==> src/inc/ctsc_pkg.sv <==
// Package for the CPU turbo speed controller
package ctsc_pkg;
   localparam logic [15:0] IO_BASE        = 16'hD000;
   localparam logic [15:0] IO_LAST        = 16'hDFFF;
   localparam logic [15:0] FAST_RW_LO     = 16'hD0A0;
   localparam logic [15:0] FAST_RW_HI     = 16'hD0AF;
   localparam logic [15:0] FAST_RD_LO     = 16'hD800;
   localparam logic [15:0] FAST_RD_HI     = 16'hDCFF;
   localparam logic [15:0] SERIAL_IO_LO   = 16'hDD00;
   localparam logic [15:0] SERIAL_IO_HI   = 16'hDDFF;
   localparam logic [15:0] TURBO_CFG_ADDR = 16'hD0F3;
   localparam logic [15:0] VIDEO_MODE_ADDR = 16'hD030;
   localparam int          TURBO_EN_BIT   = 7;
   localparam int          MIRROR_BIT     = 5;
   localparam int          AUTO_OFF_BIT   = 4;
   localparam int          LIMIT_LSB      = 0;
   localparam int          VIDEO_TURBO_BIT = 0;
   localparam logic [7:0]  TURBO_CFG_RST  = 8'h00;
   localparam int          SYS_CYCLE_NS   = 1000;
   localparam int          CLK_NS         = 10;
   localparam int          TICKS_PER_CYC  = SYS_CYCLE_NS / CLK_NS;
   localparam int          SLOW_TIME_MS   = 10;
   localparam int          SLOW_CYCLES    = SLOW_TIME_MS * 1000000 / SYS_CYCLE_NS;
   localparam int          WINDOW_CYCLES  = 250;
   localparam logic [3:0]  LIMIT_MAX      = 4'h0;
   localparam logic [3:0]  LIMIT_2X       = 4'h1;
   localparam logic [3:0]  LIMIT_6X       = 4'h5;
   localparam logic [3:0]  SLOW_FIRST     = 4'hC;

   typedef struct packed {
      logic        req;
      logic        we;
      logic [15:0] addr;
      logic [7:0]  wdata;
   } ctsc_bus_t;
endpackage

==> src/hw/ctsc_top.sv <==
// CPU turbo speed controller: grants CPU cycles at a limited or free rate
// Operation
// RULE1: Memory cycles may run fast; every D000-DFFF register access outside the RULE3 ranges runs slow and resynchronised.
// RULE2: An I/O access waits for the start of a system cycle before it begins.
// RULE3: D0A0-D0AF reads and writes and D800-DCFF reads skip the cycle alignment.
// RULE4: Limit code 0001 allows two CPU accesses per system cycle.
// RULE5: Code 0000 grants every free memory slot the other controllers leave.
// RULE6: With auto slowdown on, a serial-bus interface access forces normal speed for 10000 cycles.
// RULE7: Auto slowdown is on by default and bit 4 of the turbo configuration turns it off.
// RULE8: With bit 5 set, bit 0 of the video mode register decides turbo on or off.
// RULE9: Bit 7 of the turbo configuration enables turbo, zero means normal speed.
// RULE10: Speed limit code 0000 is unlimited and 0001 is twice normal speed.
// RULE11: Codes 0010 to 0101 limit to three, four, five and six times normal speed.
// RULE12: The top four codes slow the CPU in 25 percent steps, 1101 giving 75 percent.
// RULE13: The limit caps the average speed over the last 250 CPU cycles; the code caps grants per fixed block of 250 system cycles.
// RULE14: Software should keep auto slowdown enabled so serial peripherals stay reachable.
`timescale 1ns/10ps
module ctsc_top (
   // Clock and reset
   input  wire logic               CLK_SYS,
   input  wire logic               SRST,
   // CPU request
   input  wire ctsc_pkg::ctsc_bus_t CPU_BUS,
   // Memory arbiter: a slot free for the CPU this cycle
   input  wire logic               MEM_SLOT_FREE,
   // Grant and state
   output logic                    CPU_GRANT,
   output logic [7:0]              CFG_RDATA,
   output logic                    TURBO_ACTIVE
);
   ////////////////////////////////////////////////////////////////////////
   function automatic logic in_range(input logic [15:0] a, input logic [15:0] lo, input logic [15:0] hi);
      in_range = (a >= lo) && (a <= hi);
   endfunction

   logic [7:0]  cfg_q;
   logic        video_turbo_q;
   logic [6:0]  phase_q;
   logic [13:0] slow_cnt_q;
   logic [7:0]  win_cnt_q;
   logic [10:0] win_acc_q;
   logic [3:0]  sub_q;
   logic [3:0]  sub_cur;
   logic        capped;
   logic        wr;
   logic        is_io;
   logic        is_fast_io;
   logic        turbo_on;
   logic        serial_hit;
   logic        cycle_start;
   logic [3:0]  limit;
   logic [10:0] win_budget;
   logic        budget_ok;
   logic        slow_ok;
   logic        grant;

   assign wr    = CPU_BUS.req & CPU_BUS.we;
   assign limit = cfg_q[ctsc_pkg::LIMIT_LSB +: 4];
   assign cycle_start = (phase_q == 7'h00);
   // Count restarts at the cycle edge, so a stale count cannot block the first slot
   assign sub_cur = cycle_start ? 4'h0 : sub_q;
   assign is_io = in_range(CPU_BUS.addr, ctsc_pkg::IO_BASE, ctsc_pkg::IO_LAST); // RULE1
   assign is_fast_io = in_range(CPU_BUS.addr, ctsc_pkg::FAST_RW_LO, ctsc_pkg::FAST_RW_HI)
                     | (~CPU_BUS.we & in_range(CPU_BUS.addr, ctsc_pkg::FAST_RD_LO, ctsc_pkg::FAST_RD_HI)); // RULE3
   assign serial_hit = CPU_BUS.req & in_range(CPU_BUS.addr, ctsc_pkg::SERIAL_IO_LO, ctsc_pkg::SERIAL_IO_HI);

   // Mirror overrides enable bit
   assign turbo_on = (cfg_q[ctsc_pkg::MIRROR_BIT] ? video_turbo_q : cfg_q[ctsc_pkg::TURBO_EN_BIT]) // RULE8 RULE9
                   & (slow_cnt_q == 14'h0000); // RULE6

   ////////////////////////////////////////////////////////////////////////
   // Registers
   always_ff @(posedge CLK_SYS) begin
      if (SRST) begin
         cfg_q <= ctsc_pkg::TURBO_CFG_RST; // RULE7
      end else if (wr && CPU_BUS.addr == ctsc_pkg::TURBO_CFG_ADDR && grant) begin
         cfg_q <= CPU_BUS.wdata;
      end
   end

   always_ff @(posedge CLK_SYS) begin
      if (SRST) begin
         video_turbo_q <= 1'b0;
      end else if (wr && CPU_BUS.addr == ctsc_pkg::VIDEO_MODE_ADDR && grant) begin
         video_turbo_q <= CPU_BUS.wdata[ctsc_pkg::VIDEO_TURBO_BIT]; // RULE8
      end
   end

   ////////////////////////////////////////////////////////////////////////
   // System cycle phase and sub-slot pacing
   always_ff @(posedge CLK_SYS) begin
      if (SRST || phase_q == 7'(ctsc_pkg::TICKS_PER_CYC - 1)) begin
         phase_q <= 7'h00;
      end else begin
         phase_q <= phase_q + 7'h01;
      end
   end

   // Grants made in the current system cycle, for the per-cycle cap
   always_ff @(posedge CLK_SYS) begin
      if (SRST || cycle_start) begin
         sub_q <= grant ? 4'h1 : 4'h0;
      end else if (grant) begin
         sub_q <= sub_q + 4'h1;
      end
   end

   // Auto slowdown hold-off
   always_ff @(posedge CLK_SYS) begin
      if (SRST) begin
         slow_cnt_q <= 14'h0000;
      end else if (serial_hit && !cfg_q[ctsc_pkg::AUTO_OFF_BIT]) begin
         slow_cnt_q <= 14'(ctsc_pkg::SLOW_CYCLES); // RULE6 RULE7
      end else if (slow_cnt_q != 14'h0000 && cycle_start) begin
         slow_cnt_q <= slow_cnt_q - 14'h0001;
      end
   end

   ////////////////////////////////////////////////////////////////////////
   // Average window: budget of grants per 250 system cycles
   always_comb begin
      case (limit)
         4'h1:    win_budget = 11'd500;  // RULE4 RULE10
         4'h2:    win_budget = 11'd750;  // RULE11
         4'h3:    win_budget = 11'd1000;
         4'h4:    win_budget = 11'd1250;
         4'h5:    win_budget = 11'd1500;
         4'hC:    win_budget = 11'd250;  // RULE12
         4'hD:    win_budget = 11'd187;
         4'hE:    win_budget = 11'd125;
         4'hF:    win_budget = 11'd62;
         default: win_budget = 11'd2047; // RULE5 RULE10
      endcase
   end

   always_ff @(posedge CLK_SYS) begin
      if (SRST || (cycle_start && win_cnt_q == 8'(ctsc_pkg::WINDOW_CYCLES - 1))) begin
         win_cnt_q <= 8'h00;
         win_acc_q <= 11'h000;
      end else begin
         if (cycle_start) begin
            win_cnt_q <= win_cnt_q + 8'h01;
         end
         // Saturates, so an unlimited stretch cannot wrap the count
         if (grant && win_acc_q != 11'h7FF) begin
            win_acc_q <= win_acc_q + 11'h001;
         end
      end
   end

   // Unlimited and reserved codes skip the window
   assign capped    = (win_budget != 11'h7FF);
   assign budget_ok = !capped | (win_acc_q < win_budget); // RULE13 RULE5
   // Slow modes: at most one grant per system cycle
   assign slow_ok = (limit >= ctsc_pkg::SLOW_FIRST) ? (sub_cur == 4'h0)
                  : (limit == ctsc_pkg::LIMIT_MAX || limit > ctsc_pkg::LIMIT_6X) ? 1'b1
                  : (sub_cur <= limit); // RULE4 RULE11

   always_comb begin
      grant = 1'b0;
      if (CPU_BUS.req) begin
         if (!turbo_on) begin
            grant = cycle_start; // RULE9
         end else if (is_io && !is_fast_io) begin
            grant = cycle_start; // RULE1 RULE2
         end else begin
            grant = MEM_SLOT_FREE & budget_ok & slow_ok; // RULE5 RULE3
         end
      end
   end

   assign CPU_GRANT    = grant;
   assign TURBO_ACTIVE = turbo_on;

   always_ff @(posedge CLK_SYS) begin
      if (SRST) begin
         CFG_RDATA <= 8'h00;
      end else begin
         CFG_RDATA <= cfg_q & 8'hBF;
      end
   end
endmodule

==> config.mk <==
export PLATFORM = sky130hd
export DESIGN_NAME = ctsc_top
export DESIGN_NICKNAME = d
export VERILOG_FILES = /design/src/inc/ctsc_pkg.sv /design/src/hw/ctsc_top.sv
export SDC_FILE = /design/constraint.sdc
export NUM_CORES = 1
export LEC_CHECK = 0
export BUFFER_PORTS_ARGS = -buffer_cell sky130_fd_sc_hd__buf_2
export CAP_MARGIN = 20
export CORE_MARGIN = 2
export CORE_UTILIZATION = 59
export DETAILED_ROUTE_END_ITERATION = 10
export PLACE_DENSITY_LB_ADDON = 0.3
export SKIP_LAST_GASP = 1
export SYNTH_ARGS = -nofsm -noshare
export SYNTH_HDL_FRONTEND = slang
export SYNTH_SLANG_ARGS = --single-unit
==> constraint.sdc <==
create_clock -name CLK_SYS -period 5.75 [get_ports CLK_SYS]
set_input_delay 0.8625 -clock CLK_SYS [delete_from_list [all_inputs] [get_ports CLK_SYS]]
set_output_delay 0.8625 -clock CLK_SYS [all_outputs]
set_load 0.005 [all_outputs]
==> results by group, run 1 <==
Critical path
  – Standard cell with the maximum stage delay on the critical path: sky130_fd_sc_hd__a31oi_1
  – Launching instance or port of the critical path: phase_q[3]$_SDFF_PP0_
  – CP peak stage delay: 0.42 ns
  – Ordered list of cells on the worst path: nor3_1, and3_1, buf_4, nor2b_1, ha_1, a21oi_1, o21ai_0, a31oi_1, a31o_2, nand2_1, mux2i_1, or2_2, ha_1, nand2_1, nor2_1, a41o_1, nor2_1, nand3_1, a22oi_1
  – Type of element capturing the critical path: flop
  – Worst Path Arrival: 4.59 ns
  – Startpoint of the worst-slack reg-to-reg timing path: phase_q[3]$_SDFF_PP0_
  – Largest fanout of any net on the critical path: 20
  – Startpoint kind of the worst setup timing path: flop
  – Required @ worst endpoint: 6.02 ns
  – Path type of the worst setup path: flop to flop

STA
  – Fin worst setup slack: 1.422 ns
  – Sum of negative setup slack: 0 ns
  – Worst slew margin relative to its limit: 0.5052
  – Number of failing setup endpoints in the final timing report: 0
  – Transition time at the pin with the least slew margin: 0.7355 ns
  – Share of the cycle needed by the critical path after routing: 0.7527
  – Max Clk Rate: 231.0 MHz
  – Unrepaired setup endpoints after global routing: false
  – Final max-slew violation count: 0
  – Worst clock skew: 0.009142 ns
  – Final Critical Period: 4.328 ns
  – Final hold violations: 0

Placement
  – DP Worst Slack: 1.512 ns
  – Total placed cells including tap cells: 535
  – Dpl hpwl: 6.000 mm
  – Routability-driven placement congestion ratio: 0.8856
  – Count of input and output buffers: 36

Clock network
  – Quantity of hold-fixing buffers added after cts: 0
  – Cell at the root of the clock tree: sky130_fd_sc_hd__clkbuf_8
  – Count of cells resized by post-cts repair: 0
  – Number of buffers created by CTS: 9
  – Clk sinks: 70
  – Bufs on Longest Clock Path: 2
  – H-tree levels: 3
  – Number of post-CTS setup repair buffers: 0
  – CTS clk-pin slew, worst paths: 0.07 ns
  – Insertion delay of the later-clocked pin in the worst-skew pair: 0.35 ns
  – CTS tree: done

Power
  – PnR Total Power: 1264 uW
  – Largest vdd supply drop: 0.0002550 V
  – Power per cell area: 303.0 mW/mm2
  – Leakage power: 0.001874 uW

Routing
  – Vias per inst: 5.856
  – Vias: 3209
  – Antenna-violating nets left: 0
  – Length of the first detailed-routing pass in iterations: 5
  – Mean routed wirelength per cell: 14.58 um
  – Residual DRC count: 0
  – Initial DRC Count: 166
  – Routed Wire Length: 7.988 mm

Run status
  – Status: finished clean

Die
  – Die ar.: 0.007045 mm2
  – Std-Cell Rows: 29
  – Starting utilization of the core area: 0.6006
  – Vert. Die Dim: 83.94 um
  – Area inside the core boundary: 0.006277 mm2
  – I/O pin count: 39
  – Horizontal extent of the die: 83.94 um

Synth
  – Cell type contributing the most total cell area after synthesis: sky130_fd_sc_hd__dfxtp_1
  – Cells taking the most area after synthesis: sky130_fd_sc_hd__dfxtp_1 (35%), sky130_fd_sc_hd__ha_1 (8.6%), sky130_fd_sc_hd__nor2_1 (5.0%), sky130_fd_sc_hd__xnor2_1 (3.7%), sky130_fd_sc_hd__a21oi_1 (3.3%)
  – Primary flip-flop cell chosen by synthesis mapping: sky130_fd_sc_hd__dfxtp_1
  – Gate count after technology mapping: 434
  – Share of the yosys chip area belonging to registers: 0.3823
  – Share of Yosys cell area claimed by the top area cell type: 0.3505
  – Post-Syn Area per Cell: 8.686 um2
  – Syn_nets: 489
  – Number of enable flip-flop cells after synthesis: 4
  – Total of flip-flops plus latches after synthesis: 70
  – Unique cell type count in the Yosys netlist: 61
  – Async SR Flop Fraction: 0
  – Syn. warnings: 0
  – Cell area after synthesis: 0.003770 mm2

Cells and area
  – Area growth syn-to-layout: 10.65%
  – Final net count: 524
  – Non-filler instance count after layout: 548
  – Finished Core Util: 0.6645
  – Layout cell share with drive strength beyond 1: 0.1465
  – Ant diodes: 0

Worst hold path
  – Hold Path Class: flop to flop
  – Startpoint of the most critical hold path: phase_q[0]$_SDFF_PP0_

Run
  – Reported max-cap violation count: 0

Global routing
  – Initial antenna violation count: 0
  – Overall global routing resource usage: 0.2356
  – Number of global-route vias before repair: 3142
  – Global-route wire length before repair: 13.57 mm
  – Largest net degree at the start of global routing: 34
  – Aggregate global routing overflow: 0
==> path summary, 6_finish.rpt <==
check | end | slack [ns] | cells past startpoint
min reg2reg | phase_q[0]$_SDFF_PP0_ | 0.47 | 1
min | phase_q[0]$_SDFF_PP0_ | 0.47 | 1
max | win_budget[1]$_DFF_P_ | 1.42 | 19
max reg2reg | win_budget[1]$_DFF_P_ | 1.42 | 19
==> layer usage <==
metal  wire, um  global-route usage
met4        180              0.1085
met2       3870              0.4044
met5          0                   0
met3        353             0.04253
met1       3584              0.2862
==> cell usage after synthesis, types with 2 or more instances <==
master / n
sky130_fd_sc_hd__or4_1: 3
sky130_fd_sc_hd__nor2_1: 50
sky130_fd_sc_hd__inv_1: 29
sky130_fd_sc_hd__o31ai_1: 3
sky130_fd_sc_hd__nor2b_1: 10
sky130_fd_sc_hd__o21ai_0: 14
sky130_fd_sc_hd__nand2b_1: 6
sky130_fd_sc_hd__and2_1: 3
sky130_fd_sc_hd__nand4b_1: 2
sky130_fd_sc_hd__dfxtp_1: 66
sky130_fd_sc_hd__a41oi_1: 2
sky130_fd_sc_hd__a211oi_1: 3
sky130_fd_sc_hd__a21boi_0: 2
sky130_fd_sc_hd__nor4_1: 8
sky130_fd_sc_hd__nor3b_1: 2
sky130_fd_sc_hd__a32oi_1: 2
sky130_fd_sc_hd__buf_2: 2
sky130_fd_sc_hd__a21o_1: 4
sky130_fd_sc_hd__o211ai_1: 2
sky130_fd_sc_hd__xor2_1: 11
sky130_fd_sc_hd__or2_2: 4
sky130_fd_sc_hd__nand4_1: 8
sky130_fd_sc_hd__clkbuf_1: 9
sky130_fd_sc_hd__edfxtp_1: 4
sky130_fd_sc_hd__or3_1: 6
sky130_fd_sc_hd__and4_1: 2
sky130_fd_sc_hd__a21oi_1: 25
sky130_fd_sc_hd__a31o_2: 3
sky130_fd_sc_hd__and3_1: 8
sky130_fd_sc_hd__a41o_1: 3
sky130_fd_sc_hd__xnor2_1: 16
sky130_fd_sc_hd__nand3_1: 16
sky130_fd_sc_hd__a31oi_1: 6
sky130_fd_sc_hd__ha_1: 26
sky130_fd_sc_hd__nor3_1: 9
sky130_fd_sc_hd__nor4_4: 2
sky130_fd_sc_hd__mux2i_1: 7
sky130_fd_sc_hd__nand2_1: 33
==> registers in the layout (all words and copies together) (netlist names), 4 cells and up <==
register / flops
win_budget: 11
sub_q: 4
phase_q: 7
cfg_q: 7
win_cnt_q: 8
win_acc_q: 11
CFG_RDATA: 7
slow_cnt_q: 14
==> cells by family after synthesis <==
kind of cell	count (synthesis)	share of synthesized area
AND/OR/NAND/NOR	181	0.2602
multiplexers	7	0.01859
XOR/XNOR	27	0.06273
other	1	0.0009947
flip-flops	70	0.3823
AO/OA/AOI/OAI	78	0.1414
buffers and inverters	44	0.04746
adder cells (fa/ha/maj)	26	0.08629
==> report_power, final <==
| group | total [uW] | switching [uW] | internal [uW] |
|---|---|---|---|
| Combinational | 304 | 154 | 150 |
| Sequential | 594 | 56.4 | 538 |
| Clock | 366 | 162 | 204 |
==> area by class of cell <==
class,count,area [um2]
Clock buffer,11,141.4
Clock inverter,2,35.03
Fill cell,516,2106
Inverter,30,112.6
Multi-Input combinational cell,320,2150
Sequential cell,70,1441
Tap cell,77,96.34
Timing Repair Buffer,38,195.2
==> worst max-delay path: cells and delay by family (launching register included) <==
kind | cells | cell delay [ns]
buf+inv | 1 | 0.24
mux | 1 | 0.21
compound gates | 6 | 1.46
simple gates | 9 | 1.39
flops | 1 | 0.34
fa+ha+maj | 2 | 0.59
==> cells in the final DEF, fill, tap and decap left out, types with 3 or more instances in the layout <==
master	n
sky130_fd_sc_hd__nand3_1	16
sky130_fd_sc_hd__nor3_1	9
sky130_fd_sc_hd__or4_1	3
sky130_fd_sc_hd__ha_1	26
sky130_fd_sc_hd__nand4_1	8
sky130_fd_sc_hd__buf_2	36
sky130_fd_sc_hd__xnor2_1	16
sky130_fd_sc_hd__o31ai_1	3
sky130_fd_sc_hd__nand2b_1	6
sky130_fd_sc_hd__xor2_1	11
sky130_fd_sc_hd__clkbuf_8	10
sky130_fd_sc_hd__nand2_1	33
sky130_fd_sc_hd__edfxtp_1	4
sky130_fd_sc_hd__and2_1	3
sky130_fd_sc_hd__a31oi_1	6
sky130_fd_sc_hd__a21o_1	4
sky130_fd_sc_hd__or2_2	4
sky130_fd_sc_hd__mux2i_1	7
sky130_fd_sc_hd__inv_1	29
sky130_fd_sc_hd__nor4_1	8
sky130_fd_sc_hd__dfxtp_1	66
sky130_fd_sc_hd__nor2_1	50
sky130_fd_sc_hd__a211oi_1	3
sky130_fd_sc_hd__or3_1	6
sky130_fd_sc_hd__o21ai_0	14
sky130_fd_sc_hd__a21oi_1	25
sky130_fd_sc_hd__nor2b_1	10
sky130_fd_sc_hd__a41o_1	3
sky130_fd_sc_hd__a31o_2	3
sky130_fd_sc_hd__and3_1	8
==> through the flow <==
stage               cell area, um2  hold slack [ns]
floorplan                     3770           0.4258
global placement              3995           0.4416
detailed placement            3995           0.4527
CTS                           4172           0.4684
global route                  4172           0.4902
finish                        4172           0.4710
Power figures use the tool's default switching activity.
==> run 2: changes to the inputs <==
Settings changed: CORE_UTILIZATION 59 to 53.
Clock period 5.75 ns to 3.9 ns, I/O delays scaled along.
==> results by group, run 2 (same netlist as run 1, synthesis figures left out) <==
Global routing
  – Global-route wire length before repair: 13.44 mm (-0.91%)
  – Aggregate global routing overflow: 0 (unchanged)
  – Number of global-route vias before repair: 3004 (-4.4%)
  – Largest net degree at the start of global routing: 34 (unchanged)
  – Overall global routing resource usage: 0.2199 (-0.01571)
  – Initial antenna violation count: 0 (unchanged)

Critical path
  – Startpoint kind of the worst setup timing path: flop
  – Largest fanout of any net on the critical path: 6 (-70%)
  – Path type of the worst setup path: flop to flop
  – Ordered list of cells on the worst path: nor3_2, and3_4, nor2b_1, ha_1, a21oi_1, o21ai_0, a31oi_1, buf_4, a31o_2, nand2_1, mux2i_2, or2_2, ha_2, nand2_1, nor2_1, a41o_1, nor2_1, nand3_1, a22oi_2
  – Setup slack of the most critical reg-to-reg path: 0.28 ns (-1.14 ns)
  – Type of element capturing the critical path: flop
  – Startpoint of the worst-slack reg-to-reg timing path: phase_q[3]$_SDFF_PP0_
  – CP peak stage delay: 0.35 ns (-0.07 ns)
  – Worst Path Arrival: 3.87 ns (-0.72 ns)
  – Worst Reg-to-Reg Cells: 19 (unchanged)
  – Standard cell with the maximum stage delay on the critical path: sky130_fd_sc_hd__dfxtp_1
  – Reg-to-reg endpoint: win_budget[1]$_DFF_P_
  – Required @ worst endpoint: 4.16 ns (-1.86 ns)

Cells and area
  – Non-filler instance count after layout: 578 (+5.5%)
  – Area growth syn-to-layout: 13.64%
  – Ant diodes: 0 (unchanged)
  – Most common library cell in the layout ignoring fill and taps: sky130_fd_sc_hd__dfxtp_1
  – Layout fillers: 621 (+20%)
  – Register name with the most flops: slow_cnt_q
  – Top library cells by usage in the layout, fill and taps aside: sky130_fd_sc_hd__dfxtp_1 (65), sky130_fd_sc_hd__nor2_1 (50), sky130_fd_sc_hd__buf_2 (36)
  – Max FFs per register: 14 (unchanged)
  – Final net count: 532 (+1.5%)
  – Layout cell share with drive strength beyond 1: 0.1743 (+0.02778)

Clock network
  – Bufs on Longest Clock Path: 2 (unchanged)
  – Cell at the root of the clock tree: sky130_fd_sc_hd__clkbuf_8
  – Quantity of hold-fixing buffers added after cts: 0 (unchanged)
  – Count of cells resized by post-cts repair: 0 (unchanged)
  – Number of buffers created by CTS: 9 (unchanged)
  – Clk sinks: 70 (unchanged)
  – Number of post-CTS setup repair buffers: 0 (unchanged)
  – CTS tree: done
  – CTS clk-pin slew, worst paths: 0.07 ns (about the same)
  – Insertion delay of the later-clocked pin in the worst-skew pair: 0.34 ns (about the same)
  – H-tree levels: 3 (unchanged)

Die
  – Starting utilization of the core area: 0.5518 (-0.04873)
  – Horizontal extent of the die: 88.34 um (+5.2%)
  – Die ar.: 0.007804 mm2 (+11%)
  – Vert. Die Dim: 88.34 um (+5.2%)
  – Area inside the core boundary: 0.006832 mm2 (+8.8%)
  – Std-Cell Rows: 30 (+3.4%)
  – I/O pin count: 39 (unchanged)

Power
  – Leakage power: 0.001908 uW (+1.8%)
  – Power per cell area: 442.8 mW/mm2 (+46%)
  – Largest vdd supply drop: 0.0002496 V (-2.1%)

Run
  – Reported max-cap violation count: 0 (unchanged)

STA
  – Share of the cycle needed by the critical path after routing: 0.9272 (+0.1745)
  – Fin worst setup slack: 0.2839 ns (-1.138 ns)
  – Worst clock skew: 0.008085 ns (-0.001057 ns)
  – Worst slack on hold paths: 0.4278 ns (-0.04321 ns)
  – Number of failing setup endpoints in the final timing report: 0 (unchanged)
  – Unrepaired setup endpoints after global routing: false
  – Transition time at the pin with the least slew margin: 0.6066 ns (-0.1288 ns)
  – Final hold violations: 0 (unchanged)
  – Final Critical Period: 3.616 ns (-0.7121 ns)
  – Sum of negative setup slack: 0 ns (unchanged)
  – Max Clk Rate: 276.5 MHz (+20%)
  – Worst slew margin relative to its limit: 0.5956 (+0.09040)
  – Final max-slew violation count: 0 (unchanged)

Routing
  – Uppermost layer routed: met4
  – Initial DRC Count: 143 (-14%)
  – Length of the first detailed-routing pass in iterations: 4 (-1)
  – Routed Wire Length: 8.249 mm (+3.3%)
  – Antenna-violating nets left: 0 (unchanged)
  – Vias per inst: 5.583 (-4.7%)
  – Routed met1 length: 3.676 mm (+2.6%)
  – Mean routed wirelength per cell: 14.27 um (-2.1%)
  – Vias: 3227 (+0.56%)
  – Total met2 wirelength after detailed routing: 3.941 mm (+1.8%)
  – Residual DRC count: 0 (unchanged)
  – Metal3 WL: 447 um (+27%)

Placement
  – Total placed cells including tap cells: 562 (+5.0%)
  – Dpl hpwl: 6.122 mm (+2.0%)
  – DP Worst Slack: 0.1949 ns (-1.317 ns)
  – Routability-driven placement congestion ratio: 0.9562 (+8.0%)
  – Count of input and output buffers: 36 (unchanged)

Worst hold path
  – Startpoint of the most critical hold path: phase_q[0]$_SDFF_PP0_
  – Worst Hold Depth: 1 (unchanged)
  – Hold Path Class: flop to flop
  – Sink of the worst hold path: phase_q[0]$_SDFF_PP0_

Run status
  – Status: finished clean
[run 2: per-stage QoR]
| stage | instance area, um2 | utilization | power (uW) |
|---|---|---|---|
| final | 4284 | 0.6271 | 1897 |
| after CTS | 4262 | 0.6238 | 1899 |
| after floorplan | 3771 | - | 1247 |
| after global placement | 4079 | 0.5971 | 1324 |
| after global routing | 4284 | 0.6271 | 2003 |
| after detailed placement | 4079 | 0.5971 | 1346 |
[run 2: critical path, delay by kind of cell, from the launching register on]
kind / cells / cell delay, ns
fa+ha+maj: 2 / 0.54
compound gates: 6 / 1.03
buf+inv: 1 / 0.16
mux: 1 / 0.21
simple gates: 9 / 1.27
flops: 1 / 0.35
[run 2: worst max path at each step]
stage,endpoint,startpoint,cells past startpoint,slack (ns)
after global placement,win_budget[1]$_DFF_P_,phase_q[3]$_SDFF_PP0_,19,0.29
after global routing,win_budget[1]$_DFF_P_,phase_q[3]$_SDFF_PP0_,19,0.04
final,win_budget[1]$_DFF_P_,phase_q[3]$_SDFF_PP0_,19,0.28
after CTS,win_budget[1]$_DFF_P_,phase_q[3]$_SDFF_PP0_,19,0.15
after floorplan,win_budget[1]$_DFF_P_,phase_q[3]$_SDFF_PP0_,21,0.02
after detailed placement,win_budget[1]$_DFF_P_,phase_q[3]$_SDFF_PP0_,19,0.19
[run 2: final cells by class]
type	count	area (um2)	area share
multi-input cells	320	2171	0.5067
flip-flops and latches	70	1443	0.3367
repair buffers	46	255.2	0.05958
clock buffers	12	135.1	0.03154
well taps	96	120.1	0.02804
inverters	30	112.6	0.02629
clock inverters	4	47.55	0.01110
[run 2: where the power goes]
group,internal [uW],total [uW],switching [uW]
Combinational,228,465,237
Clock,294,556,262
Sequential,792,876,83.5
[run 2: layer usage]
| layer | up-vias | GRT usage |
|---|---|---|
| li1 | 1614 | - |
| met1 | 1496 | 0.2757 |
| met2 | 95 | 0.3671 |
| met3 | 22 | 0.05970 |
| met4 | 0 | 0.07438 |
| met5 | - | 0 |
